<file path="src/logic/tcoc_in_filt.sv">
// Purpose: Timer array package and timer input pin conditioning stage
// Assumes: Single clock at the channel operating rate, synchronous reset
// Notes: Package is shared by the channel control top
package tcoc_pkg;
   // ********************************************
   // Geometry and timing
   // ********************************************
   localparam int NCH = 6;              // 00..03, 10, 11
   localparam int U0_CH = 4;            // Channels in unit 0
   localparam int U1_CH = 2;            // Channels in unit 1
   localparam int CLK_MHZ = 200;        // Operating clock rate
   localparam int FILT_HOLD_CYC = 2;    // Equal samples needed with filter on
   // ********************************************
   // Channel indices for the master map
   // ********************************************
   localparam int CH00 = 0;
   localparam int CH01 = 1;
   localparam int CH02 = 2;
   localparam int CH03 = 3;
   localparam int CH10 = 4;
   localparam int CH11 = 5;
   // ********************************************
   // Register byte addresses
   // ********************************************
   localparam logic [7:0] ADR_LVL_U0 = 8'h00;   // Output levels unit 0
   localparam logic [7:0] ADR_LVL_U1 = 8'h04;   // Output levels unit 1
   localparam logic [7:0] ADR_GATE_U0 = 8'h08;  // Output gates unit 0
   localparam logic [7:0] ADR_GATE_U1 = 8'h0C;  // Output gates unit 1
   localparam logic [7:0] ADR_POL = 8'h10;      // Polarity, all channels
   localparam logic [7:0] ADR_MODE = 8'h14;     // Output mode select
   localparam logic [7:0] ADR_SIRQ = 8'h18;     // Start interrupt select
   localparam logic [7:0] ADR_IVCAP = 8'h1C;    // Interval or capture mode
   localparam logic [7:0] ADR_FILT = 8'h20;     // Noise filter enable
   localparam logic [7:0] ADR_PRESC = 8'h24;    // Count clock divider, 03 map
   localparam logic [7:0] ADR_INSTAT = 8'h28;   // Filtered input levels, RO
   // ********************************************
   // Field layout and reset values
   // ********************************************
   localparam int PRESC_W = 8;           // Divider field width
   localparam int M03_BIT = 8;           // Slave 03 follows 02 when set
   localparam logic [5:0] RST_CH = 6'h00;
   localparam logic [7:0] RST_PRESC = 8'h00;
endpackage

`timescale 1ns/1ps
`default_nettype none

// ********************************************
// Input synchroniser, noise filter, edge detector
// ********************************************
module tcoc_in_filt #(
   parameter int W = 6
) (
   input wire logic clk_i,
   input wire logic rst_i,
   input wire logic [W-1:0] pin_i,
   input wire logic [W-1:0] filt_en_i,
   output logic [W-1:0] level_o,
   output logic [W-1:0] rise_o,
   output logic [W-1:0] fall_o
);
   logic [W-1:0] sync1_q;   // First synchroniser stage, read by sync2 only
   logic [W-1:0] sync2_q;   // Synchronised pin
   logic [W-1:0] prev_q;    // Previous synchronised sample
   logic [W-1:0] acc_d;     // Accepted level, next value
   logic [W-1:0] acc_q;     // Accepted level

   // Filter on: per channel, take the sample once it held two cycles, else keep
   assign acc_d = (~filt_en_i & sync2_q) |
                  (filt_en_i & ((~(sync2_q ^ prev_q) & sync2_q) |
                                ((sync2_q ^ prev_q) & acc_q)));

   // Pipeline: sync, filter, edge detect
   always_ff @(posedge clk_i) begin
      if (rst_i) begin
         sync1_q <= '0;
         sync2_q <= '0;
         prev_q <= '0;
         acc_q <= '0;
         rise_o <= '0;
         fall_o <= '0;
      end else begin
         sync1_q <= pin_i;
         sync2_q <= sync1_q;
         prev_q <= sync2_q;
         acc_q <= acc_d;
         rise_o <= acc_d & ~acc_q;
         fall_o <= ~acc_d & acc_q;
      end
   end

   assign level_o = acc_q;

   // Filter on: accepted level moves only after two equal samples
   filt_hold_a: assert property (@(posedge clk_i) disable iff (rst_i)
      (filt_en_i[4] && acc_d[4] != acc_q[4]) |-> (sync2_q[4] == prev_q[4]))
      else $error("Filtered level moved without two equal samples");
endmodule
`default_nettype wire

</file>
<file path="src/logic/tcoc_chan_ctrl.sv">
// Purpose: Channel output and input pin control of a six channel timer array
// Assumes: Classic Wishbone slave, 200 MHz clock, counters outside this block
// Notes: Channel events arrive as one-cycle pulses from the channel counters
`timescale 1ns/1ps
`default_nettype none

// Overview of operation
// Mode bit: 0 toggle, 1 set/reset
// Polarity bit: 0 positive, 1 negative
// Software sets mode, level, gate, port, start
// Output circuit never touches counting
// Gate/polarity writes act at next edge
// Master mode ignores polarity, toggles on events
// Slave mode active level from polarity
// Polarity change waits for next set/reset
// Master set delayed one count clock
// Simultaneous set and reset: reset wins
// All unit levels in one register
// Level writes only where gate is 0
// Start irq bit: interrupt and toggle at start
// Start irq bit 0: nothing at start
// Start irq ignored outside interval/capture
// Input passes filter then edge detector
// Filter off: synchronise only
// Filter on: two equal cycles required
// Unit 0 four channels, unit 1 two
// Masters 00, 02, 10 drive their slaves
// Polarity 1 swaps set and reset roles
// Level register reads back pin level
module tcoc_chan_ctrl #(
   parameter int NCH = tcoc_pkg::NCH
) (
   input wire logic clk_i,
   input wire logic rst_i,
   input wire logic [7:0] adr_i,
   input wire logic [31:0] dat_i,
   output logic [31:0] dat_o,
   input wire logic we_i,
   input wire logic [3:0] sel_i,
   input wire logic cyc_i,
   input wire logic stb_i,
   output logic ack_o,
   input wire logic [NCH-1:0] chan_timer_irq_i,
   input wire logic [NCH-1:0] chan_start_trigger_i,
   input wire logic [NCH-1:0] chan_input_pin_i,
   output logic [NCH-1:0] chan_out_level_o,
   output logic [NCH-1:0] chan_out_gate_o,
   output logic [NCH-1:0] chan_timer_irq_o,
   output logic [NCH-1:0] chan_edge_rise_o,
   output logic [NCH-1:0] chan_edge_fall_o
);
   // ********************************************
   // Register state
   // ********************************************
   logic [NCH-1:0] level_q;       // Output level bits, drive the pins
   logic [NCH-1:0] level_d;
   logic [NCH-1:0] gate_q;        // Output gate bits
   logic [NCH-1:0] polarity_q;    // Polarity bits
   logic [NCH-1:0] mode_sel_q;    // Output mode select bits
   logic [NCH-1:0] start_irq_q;   // Start interrupt select bits
   logic [NCH-1:0] ivcap_q;       // Channel is interval or capture mode
   logic [NCH-1:0] filt_en_q;     // Noise filter enable
   logic [tcoc_pkg::PRESC_W-1:0] presc_q;   // Count clock divider
   logic m03_from02_q;            // Slave 03 follows master 02
   logic [tcoc_pkg::PRESC_W-1:0] div_q;     // Divider counter
   logic [NCH-1:0] pend_q;        // Master set waiting for a count clock
   logic [NCH-1:0] in_level;      // Filtered input levels
   logic [NCH-1:0] rise_w;
   logic [NCH-1:0] fall_w;

   // ********************************************
   // Bus decode
   // ********************************************
   wire req = cyc_i & stb_i & ~ack_o;   // One access per handshake
   // Writes land at the edge that sees ack high, once per access;
   // read data is still registered at the request edge
   wire take = cyc_i & stb_i & ack_o;
   wire wr = take & we_i & sel_i[0];
   wire wr_hi = take & we_i & sel_i[1];
   wire hit_lvl0 = (adr_i == tcoc_pkg::ADR_LVL_U0);
   wire hit_lvl1 = (adr_i == tcoc_pkg::ADR_LVL_U1);
   wire hit_gate0 = (adr_i == tcoc_pkg::ADR_GATE_U0);
   wire hit_gate1 = (adr_i == tcoc_pkg::ADR_GATE_U1);
   wire hit_pol = (adr_i == tcoc_pkg::ADR_POL);
   wire hit_mode = (adr_i == tcoc_pkg::ADR_MODE);
   wire hit_sirq = (adr_i == tcoc_pkg::ADR_SIRQ);
   wire hit_ivcap = (adr_i == tcoc_pkg::ADR_IVCAP);
   wire hit_filt = (adr_i == tcoc_pkg::ADR_FILT);
   wire hit_presc = (adr_i == tcoc_pkg::ADR_PRESC);
   wire hit_instat = (adr_i == tcoc_pkg::ADR_INSTAT);

   // Unit-packed view of a software write to level or gate bits
   wire [NCH-1:0] lvl_wmask = {{tcoc_pkg::U1_CH{wr & hit_lvl1}},
                               {tcoc_pkg::U0_CH{wr & hit_lvl0}}};
   wire [NCH-1:0] gate_wmask = {{tcoc_pkg::U1_CH{wr & hit_gate1}},
                                {tcoc_pkg::U0_CH{wr & hit_gate0}}};
   wire [NCH-1:0] unit_wdata = {dat_i[tcoc_pkg::U1_CH-1:0],
                                dat_i[tcoc_pkg::U0_CH-1:0]};

   // Read mux; unmapped addresses read zero
   logic [31:0] rd_mux;
   always_comb begin
      rd_mux = '0;
      if (hit_lvl0) begin
         rd_mux[tcoc_pkg::U0_CH-1:0] = level_q[tcoc_pkg::U0_CH-1:0];
      end else if (hit_lvl1) begin
         rd_mux[tcoc_pkg::U1_CH-1:0] = level_q[NCH-1:tcoc_pkg::U0_CH];
      end else if (hit_gate0) begin
         rd_mux[tcoc_pkg::U0_CH-1:0] = gate_q[tcoc_pkg::U0_CH-1:0];
      end else if (hit_gate1) begin
         rd_mux[tcoc_pkg::U1_CH-1:0] = gate_q[NCH-1:tcoc_pkg::U0_CH];
      end else if (hit_pol) begin
         rd_mux[NCH-1:0] = polarity_q;
      end else if (hit_mode) begin
         rd_mux[NCH-1:0] = mode_sel_q;
      end else if (hit_sirq) begin
         rd_mux[NCH-1:0] = start_irq_q;
      end else if (hit_ivcap) begin
         rd_mux[NCH-1:0] = ivcap_q;
      end else if (hit_filt) begin
         rd_mux[NCH-1:0] = filt_en_q;
      end else if (hit_presc) begin
         rd_mux[tcoc_pkg::PRESC_W-1:0] = presc_q;
         rd_mux[tcoc_pkg::M03_BIT] = m03_from02_q;
      end else if (hit_instat) begin
         rd_mux[NCH-1:0] = in_level;
      end
   end

   // ********************************************
   // Count clock divider
   // ********************************************
   // Enable pulse at the count clock rate; presc 0 gives every cycle
   wire count_tick = (div_q == presc_q);

   // ********************************************
   // Channel events
   // ********************************************
   // Start interrupt only in interval or capture mode with bit set
   wire [NCH-1:0] start_ev = chan_start_trigger_i & start_irq_q & ivcap_q;
   wire [NCH-1:0] irq_eff = chan_timer_irq_i | start_ev;

   // Master set held until the next count clock, then released
   wire [NCH-1:0] dset = pend_q & {NCH{count_tick}};

   // Master to slave routing; 00 and 10 have no master
   wire [NCH-1:0] set_vec;
   assign set_vec[tcoc_pkg::CH00] = 1'b0;
   assign set_vec[tcoc_pkg::CH01] = dset[tcoc_pkg::CH00];
   assign set_vec[tcoc_pkg::CH02] = dset[tcoc_pkg::CH00];
   assign set_vec[tcoc_pkg::CH03] = m03_from02_q ? dset[tcoc_pkg::CH02] :
                                                   dset[tcoc_pkg::CH00];
   assign set_vec[tcoc_pkg::CH10] = 1'b0;
   assign set_vec[tcoc_pkg::CH11] = dset[tcoc_pkg::CH10];

   // Next output level of one channel
   function automatic logic lvl_next(input logic cur, input logic gate,
                                     input logic mode, input logic pol,
                                     input logic own_ev, input logic set_ev,
                                     input logic wen, input logic wbit);
      logic nxt;
      nxt = cur;
      if (gate) begin
         if (!mode) begin
            // Toggle mode ignores polarity
            if (own_ev) begin
               nxt = ~cur;
            end
         end else if (own_ev) begin
            // Own interrupt resets; wins over a coincident set
            nxt = pol;
         end else if (set_ev) begin
            // Polarity is sampled only on a set or a reset, so a change waits
            nxt = ~pol;
         end
      end else if (wen) begin
         nxt = wbit;
      end
      return nxt;
   endfunction

   // Per-channel next level; counters are untouched by any of this
   always_comb begin
      for (int i = 0; i < NCH; i++) begin
         level_d[i] = lvl_next(level_q[i], gate_q[i], mode_sel_q[i],
                               polarity_q[i], irq_eff[i], set_vec[i],
                               lvl_wmask[i], unit_wdata[i]);
      end
   end

   // ********************************************
   // Input conditioning
   // ********************************************
   tcoc_in_filt #(
      .W(NCH)
   ) u_in_filt (
      .clk_i(clk_i),
      .rst_i(rst_i),
      .pin_i(chan_input_pin_i),
      .filt_en_i(filt_en_q),
      .level_o(in_level),
      .rise_o(rise_w),
      .fall_o(fall_w)
   );

   // ********************************************
   // Bus slave registers
   // ********************************************
   // Config writes land at the next edge; near an event order decides
   always_ff @(posedge clk_i) begin
      if (rst_i) begin
         gate_q <= tcoc_pkg::RST_CH;
         polarity_q <= tcoc_pkg::RST_CH;
         mode_sel_q <= tcoc_pkg::RST_CH;
         start_irq_q <= tcoc_pkg::RST_CH;
         ivcap_q <= tcoc_pkg::RST_CH;
         filt_en_q <= tcoc_pkg::RST_CH;
         presc_q <= tcoc_pkg::RST_PRESC;
         m03_from02_q <= 1'b0;
      end else begin
         gate_q <= (gate_q & ~gate_wmask) | (unit_wdata & gate_wmask);
         if (wr && hit_pol) begin
            polarity_q <= dat_i[NCH-1:0];
         end
         if (wr && hit_mode) begin
            mode_sel_q <= dat_i[NCH-1:0];
         end
         if (wr && hit_sirq) begin
            start_irq_q <= dat_i[NCH-1:0];
         end
         if (wr && hit_ivcap) begin
            ivcap_q <= dat_i[NCH-1:0];
         end
         if (wr && hit_filt) begin
            filt_en_q <= dat_i[NCH-1:0];
         end
         if (wr && hit_presc) begin
            presc_q <= dat_i[tcoc_pkg::PRESC_W-1:0];
         end
         if (wr_hi && hit_presc) begin
            m03_from02_q <= dat_i[tcoc_pkg::M03_BIT];
         end
      end
   end

   // Ack one cycle after the request, read data with it
   always_ff @(posedge clk_i) begin
      if (rst_i) begin
         ack_o <= 1'b0;
         dat_o <= '0;
      end else begin
         ack_o <= req;
         dat_o <= req ? rd_mux : '0;
      end
   end

   // ********************************************
   // Output and event state
   // ********************************************
   // Divider, pending sets, pin levels and registered outputs
   always_ff @(posedge clk_i) begin
      if (rst_i) begin
         div_q <= '0;
         pend_q <= '0;
         level_q <= tcoc_pkg::RST_CH;
         chan_out_level_o <= tcoc_pkg::RST_CH;
         chan_out_gate_o <= tcoc_pkg::RST_CH;
         chan_timer_irq_o <= tcoc_pkg::RST_CH;
         chan_edge_rise_o <= '0;
         chan_edge_fall_o <= '0;
      end else begin
         div_q <= count_tick ? '0 : div_q + 1'b1;
         // New master event beats release of an older one
         pend_q <= (pend_q & ~dset) | irq_eff;
         level_q <= level_d;
         chan_out_level_o <= level_d;
         chan_out_gate_o <= gate_q;
         chan_timer_irq_o <= irq_eff;
         chan_edge_rise_o <= rise_w;
         chan_edge_fall_o <= fall_w;
      end
   end

   // ********************************************
   // Checks
   // ********************************************
   toggle_mode_a: assert property (@(posedge clk_i) disable iff (rst_i)
      (gate_q[0] && !mode_sel_q[0] && irq_eff[0]) |=> (level_q[0] != $past(level_q[0])))
      else $error("Toggle mode channel did not invert");
   gated_write_a: assert property (@(posedge clk_i) disable iff (rst_i)
      (gate_q[1] && !irq_eff[1] && !set_vec[1]) |=> $stable(level_q[1]))
      else $error("Gated channel level changed without event");
   open_write_a: assert property (@(posedge clk_i) disable iff (rst_i)
      (!gate_q[2] && lvl_wmask[2]) |=> (level_q[2] == $past(dat_i[2])))
      else $error("Level write lost on open channel");
   reset_wins_a: assert property (@(posedge clk_i) disable iff (rst_i)
      (gate_q[1] && mode_sel_q[1] && irq_eff[1] && set_vec[1])
      |=> (level_q[1] == $past(polarity_q[1])))
      else $error("Set beat reset on same cycle");
   slave_set_a: assert property (@(posedge clk_i) disable iff (rst_i)
      (gate_q[1] && mode_sel_q[1] && !irq_eff[1] && set_vec[1])
      |=> (level_q[1] == !$past(polarity_q[1])))
      else $error("Slave set gave wrong level");
   pol_hold_a: assert property (@(posedge clk_i) disable iff (rst_i)
      (gate_q[3] && mode_sel_q[3] && !irq_eff[3] && !set_vec[3]) |=> $stable(level_q[3]))
      else $error("Polarity change moved pin early");
   set_delay_a: assert property (@(posedge clk_i) disable iff (rst_i)
      (irq_eff[0] && !pend_q[0])
      |-> (!dset[0] ##1 pend_q[0]))
      else $error("Master set not delayed");
   start_irq_a: assert property (@(posedge clk_i) disable iff (rst_i)
      (!ivcap_q[2] && !chan_timer_irq_i[2]) |=> !chan_timer_irq_o[2])
      else $error("Start interrupt outside interval or capture");
   bus_ack_a: assert property (@(posedge clk_i) disable iff (rst_i)
      (cyc_i && stb_i && !ack_o) |=> ack_o ##1 !ack_o)
      else $error("Ack not one cycle after request");
   readback_a: assert property (@(posedge clk_i) disable iff (rst_i)
      (req && hit_lvl0) |=> (dat_o[tcoc_pkg::U0_CH-1:0] == $past(level_q[3:0])))
      else $error("Level readback differs from pin level");
   // Config write lands at the ack edge with the bus data
   write_at_ack_a: assert property (@(posedge clk_i) disable iff (rst_i)
      (wr && hit_pol) |=> (polarity_q == $past(dat_i[NCH-1:0])))
      else $error("Polarity write did not land");
   // Start trigger with the select bit clear leaves pin and irq alone
   no_start_a: assert property (@(posedge clk_i) disable iff (rst_i)
      (gate_q[2] && !start_irq_q[2] && chan_start_trigger_i[2] && !chan_timer_irq_i[2]
       && !set_vec[2]) |=> ($stable(level_q[2]) && !chan_timer_irq_o[2]))
      else $error("Start trigger acted with select bit clear");
   // Gated bit ignores a collective write
   gated_level_a: assert property (@(posedge clk_i) disable iff (rst_i)
      (gate_q[0] && lvl_wmask[0] && !irq_eff[0]) |=> $stable(level_q[0]))
      else $error("Gated level bit took a write");
   // Unit 1 levels sit in the low bits of their own register
   unit1_write_a: assert property (@(posedge clk_i) disable iff (rst_i)
      (!gate_q[4] && lvl_wmask[4]) |=> (level_q[4] == $past(dat_i[0])))
      else $error("Unit 1 level write lost");
   // Qualified event reaches the interrupt output one cycle later
   irq_pass_a: assert property (@(posedge clk_i) disable iff (rst_i)
      irq_eff[2] |=> chan_timer_irq_o[2])
      else $error("Channel interrupt not passed on");
endmodule
`default_nettype wire

</file>
<file path="config.mk">
export PLATFORM = sky130hd
export DESIGN_NAME = tcoc_chan_ctrl
export DESIGN_NICKNAME = d
export VERILOG_FILES = /design/src/logic/tcoc_in_filt.sv /design/src/logic/tcoc_chan_ctrl.sv
export SDC_FILE = /design/constraint.sdc
export NUM_CORES = 1
export LEC_CHECK = 0
export BUFFER_PORTS_ARGS = -buffer_cell sky130_fd_sc_hd__buf_2
export CORE_ASPECT_RATIO = 1.2
export CORE_MARGIN = 1
export CORE_UTILIZATION = 41
export DETAILED_ROUTE_END_ITERATION = 8
export PLACE_DENSITY_LB_ADDON = 0.12
export SLEW_MARGIN = 40
export SYNTH_ARGS = -nofsm -noshare
export SYNTH_HDL_FRONTEND = slang
export SYNTH_SLANG_ARGS = --single-unit
</file>
<file path="constraint.sdc">
create_clock -name clk_i -period 2.7 [get_ports clk_i]
set_clock_uncertainty 0.05 [all_clocks]
set_input_delay 0 -clock clk_i [delete_from_list [all_inputs] [get_ports clk_i]]
set_output_delay 0 -clock clk_i [all_outputs]
set_load 0.02 [all_outputs]
</file>
==> results by group <==
Outcome
  • Run status: finished, final reports clean

Timing
  • Slew Limit Fails: 0
  • Fin worst setup slack: 256 ps
  • Fmax: 0.409 GHz
  • Final Hold Vio Count: 0
  • Slew HR: 51.2%
  • Setup TNS: 0 ps
  • Final period util: 90.5%
  • RSZ-0062 raised after global routing: false
  • Final setup vio count: 0
  • Least-Margin Pin Slew: 727 ps
  • Crit path time final: 2440 ps

Setup path
  • Worst setup EP type: flip-flop
  • Crit path largest cell delay: 570 ps
  • Crit Path Category: flip-flop to flip-flop
  • CP startpoint: ack_o
  • Worst R2R Start: ack_o
  • Critical Path RT: 3010 ps
  • Worst-path maximum fanout: 10
  • CP dominant cell by count: nand2_1
  • CP Buf/Inv Count: 1
  • Cell family with most CP delay: simple AND/OR/NAND/NOR gates
  • Crit-path cells: and4_1 -> nand2_1 -> nor2_1 -> nand2_1 -> a21oi_1 -> dlygate4sd3_1
  • Startpoint types: flip-flop
  • Worst EP arrival: 2750 ps
  • CP max stage cell: dlygate4sd3_1

Power and ir drop
  • Max VDD drop: 0.317 mV
  • Clock share of power: 52.4%
  • Static Leak: 0.00293 uW
  • Cell Int Power: 3650 uW
  • Combinational group share of total power: 5.4%
  • Net Sw Frac: 22.6%
  • Seq pwr share: 42.2%
  • Pwr/cell area: 676 nW/um^2
  • NetSw: 1070 uW

Layout
  • Layout Nets: 767
  • Largest register FFs: 9
  • Synth-to-Final Area Change: 25.8%
  • Diode count: 0
  • Fillers: 1193
  • Top Registers: dat_o (9), div_q (8), presc_q (8)
  • Multi-input logic area: 2640 sq um
  • Layout cell share with drive strength beyond 1: 19.7%
  • Register area: 2640 sq um
  • Top reg by flops: dat_o

Yosys
  • List of most frequent post-synthesis cells: 132 x dfxtp_1, 54 x nor2_1, 46 x mux2i_1
  • Flops & latches, synth: 132
  • Top-count cell post-synth: dfxtp_1
  • Synth Flop Type: dfxtp_1
  • EDFF count, synth: 0
  • Ranking of synthesized cells by area: dfxtp_1 48%, mux2i_1 8.3%, nor2b_1 4.3%
  • Mean Syn Cell Area: 9.42 sq um
  • Yosys top cell by area: dfxtp_1
  • Synth top area share: 47.7%
  • Cell Area, Synth: 5540 sq um
  • Fraction of registers with async set/reset: 0%
  • Ys Warns: 0
  • Sequential-to-total area share from yosys stat: 47.7%
  • Synth unique cells: 60
  • Cell count after synthesis: 588

Clock network
  • CTS root buffer: clkbuf_16
  • Worst-path clk slew: 60 ps
  • Clock latency at the later pin of the worst-skew pair: 420 ps
  • TritonCTS clock tree: built
  • Num CTS Buffers: 17
  • CTS sink count: 132
  • Post-cts sizing count: 0
  • Clock tree buffer depth: 2
  • Htree depth: 4

GRT
  • GRT Total Usage: 21.2%
  • Initial antenna violation count: 0
  • GRT Residual Overflow: 0
  • First-pass GRT wire length: 22.2 mm
  • Largest net degree at the start of global routing: 56
  • Number of global-route vias before repair: 4288

Route
  • Vias after detailed routing: 4545
  • Max Used Layer: met4
  • Wire length on met2: 6.72 mm
  • Post-route ant nets: 0
  • Final WL: 14.2 mm
  • Vias per inst: 5.16
  • Pre-antenna DRT Iters: 5
  • Met3 routed WL: 798 um
  • Wl on met1: 6.44 mm
  • DRC violations left: 0
  • WL per Instance: 16.2 um
  • DRT iter0 DRCs: 257

Floorplanning
  • Die height: 129 um
  • Die area: 14000 sq um
  • Num rows: 46
  • Ports: 130
  • Die Span X: 108 um
  • Initial Utilization: 42.0%
  • Core area: 13200 sq um

Min path
  • Min-delay src: chan_start_trigger_i[0]
  • Worst min path class: input port to flip-flop

Placement
  • Dpl ws: 646 ps
  • PortBufs: 81
  • Post-detail-place hpwl: 9.94 mm
  • GPL Wtd Cong: 0.831

Run
  • Max Cap Violations: 0
==> power groups by stage <==
stage                     Clock (uW)  Sequential, uW  Combinational [uW]
after global placement             0            2030                 215
final                           2470            1990                 254
after CTS                       2510            1990                 253
after detailed placement           0            2030                 217
after global routing            2590            1990                 275
after floorplan                    0            2040                 156
==> repair_timing <==
action / CTS / global route
setup endpoints to repair: 0 / 1
hold buffers: 34 / 0
setup buffers: 0 / 1
hold endpoints to repair: 71 / 0
==> logic make-up after synthesis <==
| logic type | synth area share [%] |
|---|---|
| DFF | 47.7 |
| AOI/OAI and AO/OA | 12.6 |
| xor gates and xnor gates | 2.53 |
| adders and majority gates | 0.226 |
| other | 0.0677 |
| muxes | 9.33 |
| and+or+nand+nor | 21.5 |
| buffers and inverters | 6.08 |
==> final cells by class <==
cell class / count / share of cell area (%)
Clock inverter: 14 / 2.87
Sequential cell: 132 / 37.9
Clock buffer: 18 / 6.30
Timing Repair Buffer: 120 / 11.3
Inverter: 13 / 0.700
Multi-Input combinational cell: 415 / 37.9
Tap cell: 168 / 3.02
==> cells in the final DEF (no fill, tap or decap), types with 4 or more instances in the layout <==
cell type	netlist	layout
dfxtp_1	132	132
buf_2	5	80
nor2_1	54	54
mux2i_1	46	46
nand2_1	40	40
nor2b_1	38	38
dlygate4sd3_1	0	34
a21oi_1	33	33
o21ai_0	26	26
conb_1	1	23
nand3_1	21	21
clkbuf_16	0	17
inv_1	13	13
xnor2_1	11	11
nor3_1	9	9
a21o_1	9	9
a31oi_1	8	8
and3_1	7	7
nor3b_1	7	7
buf_4	23	6
mux2_2	5	5
nand4_1	5	5
xor2_1	5	5
a22oi_1	5	5
nand2b_1	4	4
nor3_4	4	4
nor4b_1	4	4
o22ai_1	4	4
bufinv_16	0	4
==> worst paths after layout <==
check / end / slack (ps) / depth (start not counted)
worst min register to register: chan_edge_fall_o[4] / 380 / 1
worst max-delay path: polarity_q[5] / 260 / 6
worst max register to register: polarity_q[5] / 260 / 6
worst min-delay path: level_q[0] / 50 / 4
==> through the flow <==
| stage | instances | utilization (%) | area, sq um | total power [uW] | hold WS, ps |
|---|---|---|---|---|---|
| floorplan | 610 | - | 5620 | 2190 | 78.2 |
| global placement | 813 | 45.4 | 5980 | 2240 | 161 |
| detailed placement | 813 | 45.4 | 5980 | 2250 | 167 |
| CTS | 879 | 52.8 | 6960 | 4750 | 48.7 |
| global route | 880 | 52.9 | 6970 | 4850 | 87.6 |
| finish | 880 | 52.9 | 6970 | 4710 | 51.8 |
==> layer usage <==
| metal | vias to the layer above | track usage, % |
|---|---|---|
| met4 | 0 | 7.98 |
| met2 | 123 | 34.5 |
| met5 | - | 0 |
| met3 | 21 | 5.38 |
| met1 | 2164 | 26.9 |
| li1 | 2237 | - |
==> worst register-to-register path, cell delays in order (launching register included) <==
cell and delay [ps]:
dfxtp_1 330, and4_1 330, nand2_1 370, nor2_1 480
nand2_1 100, a21oi_1 160, dlygate4sd3_1 570
No activity file was read; power rests on OpenSTA's default activity.
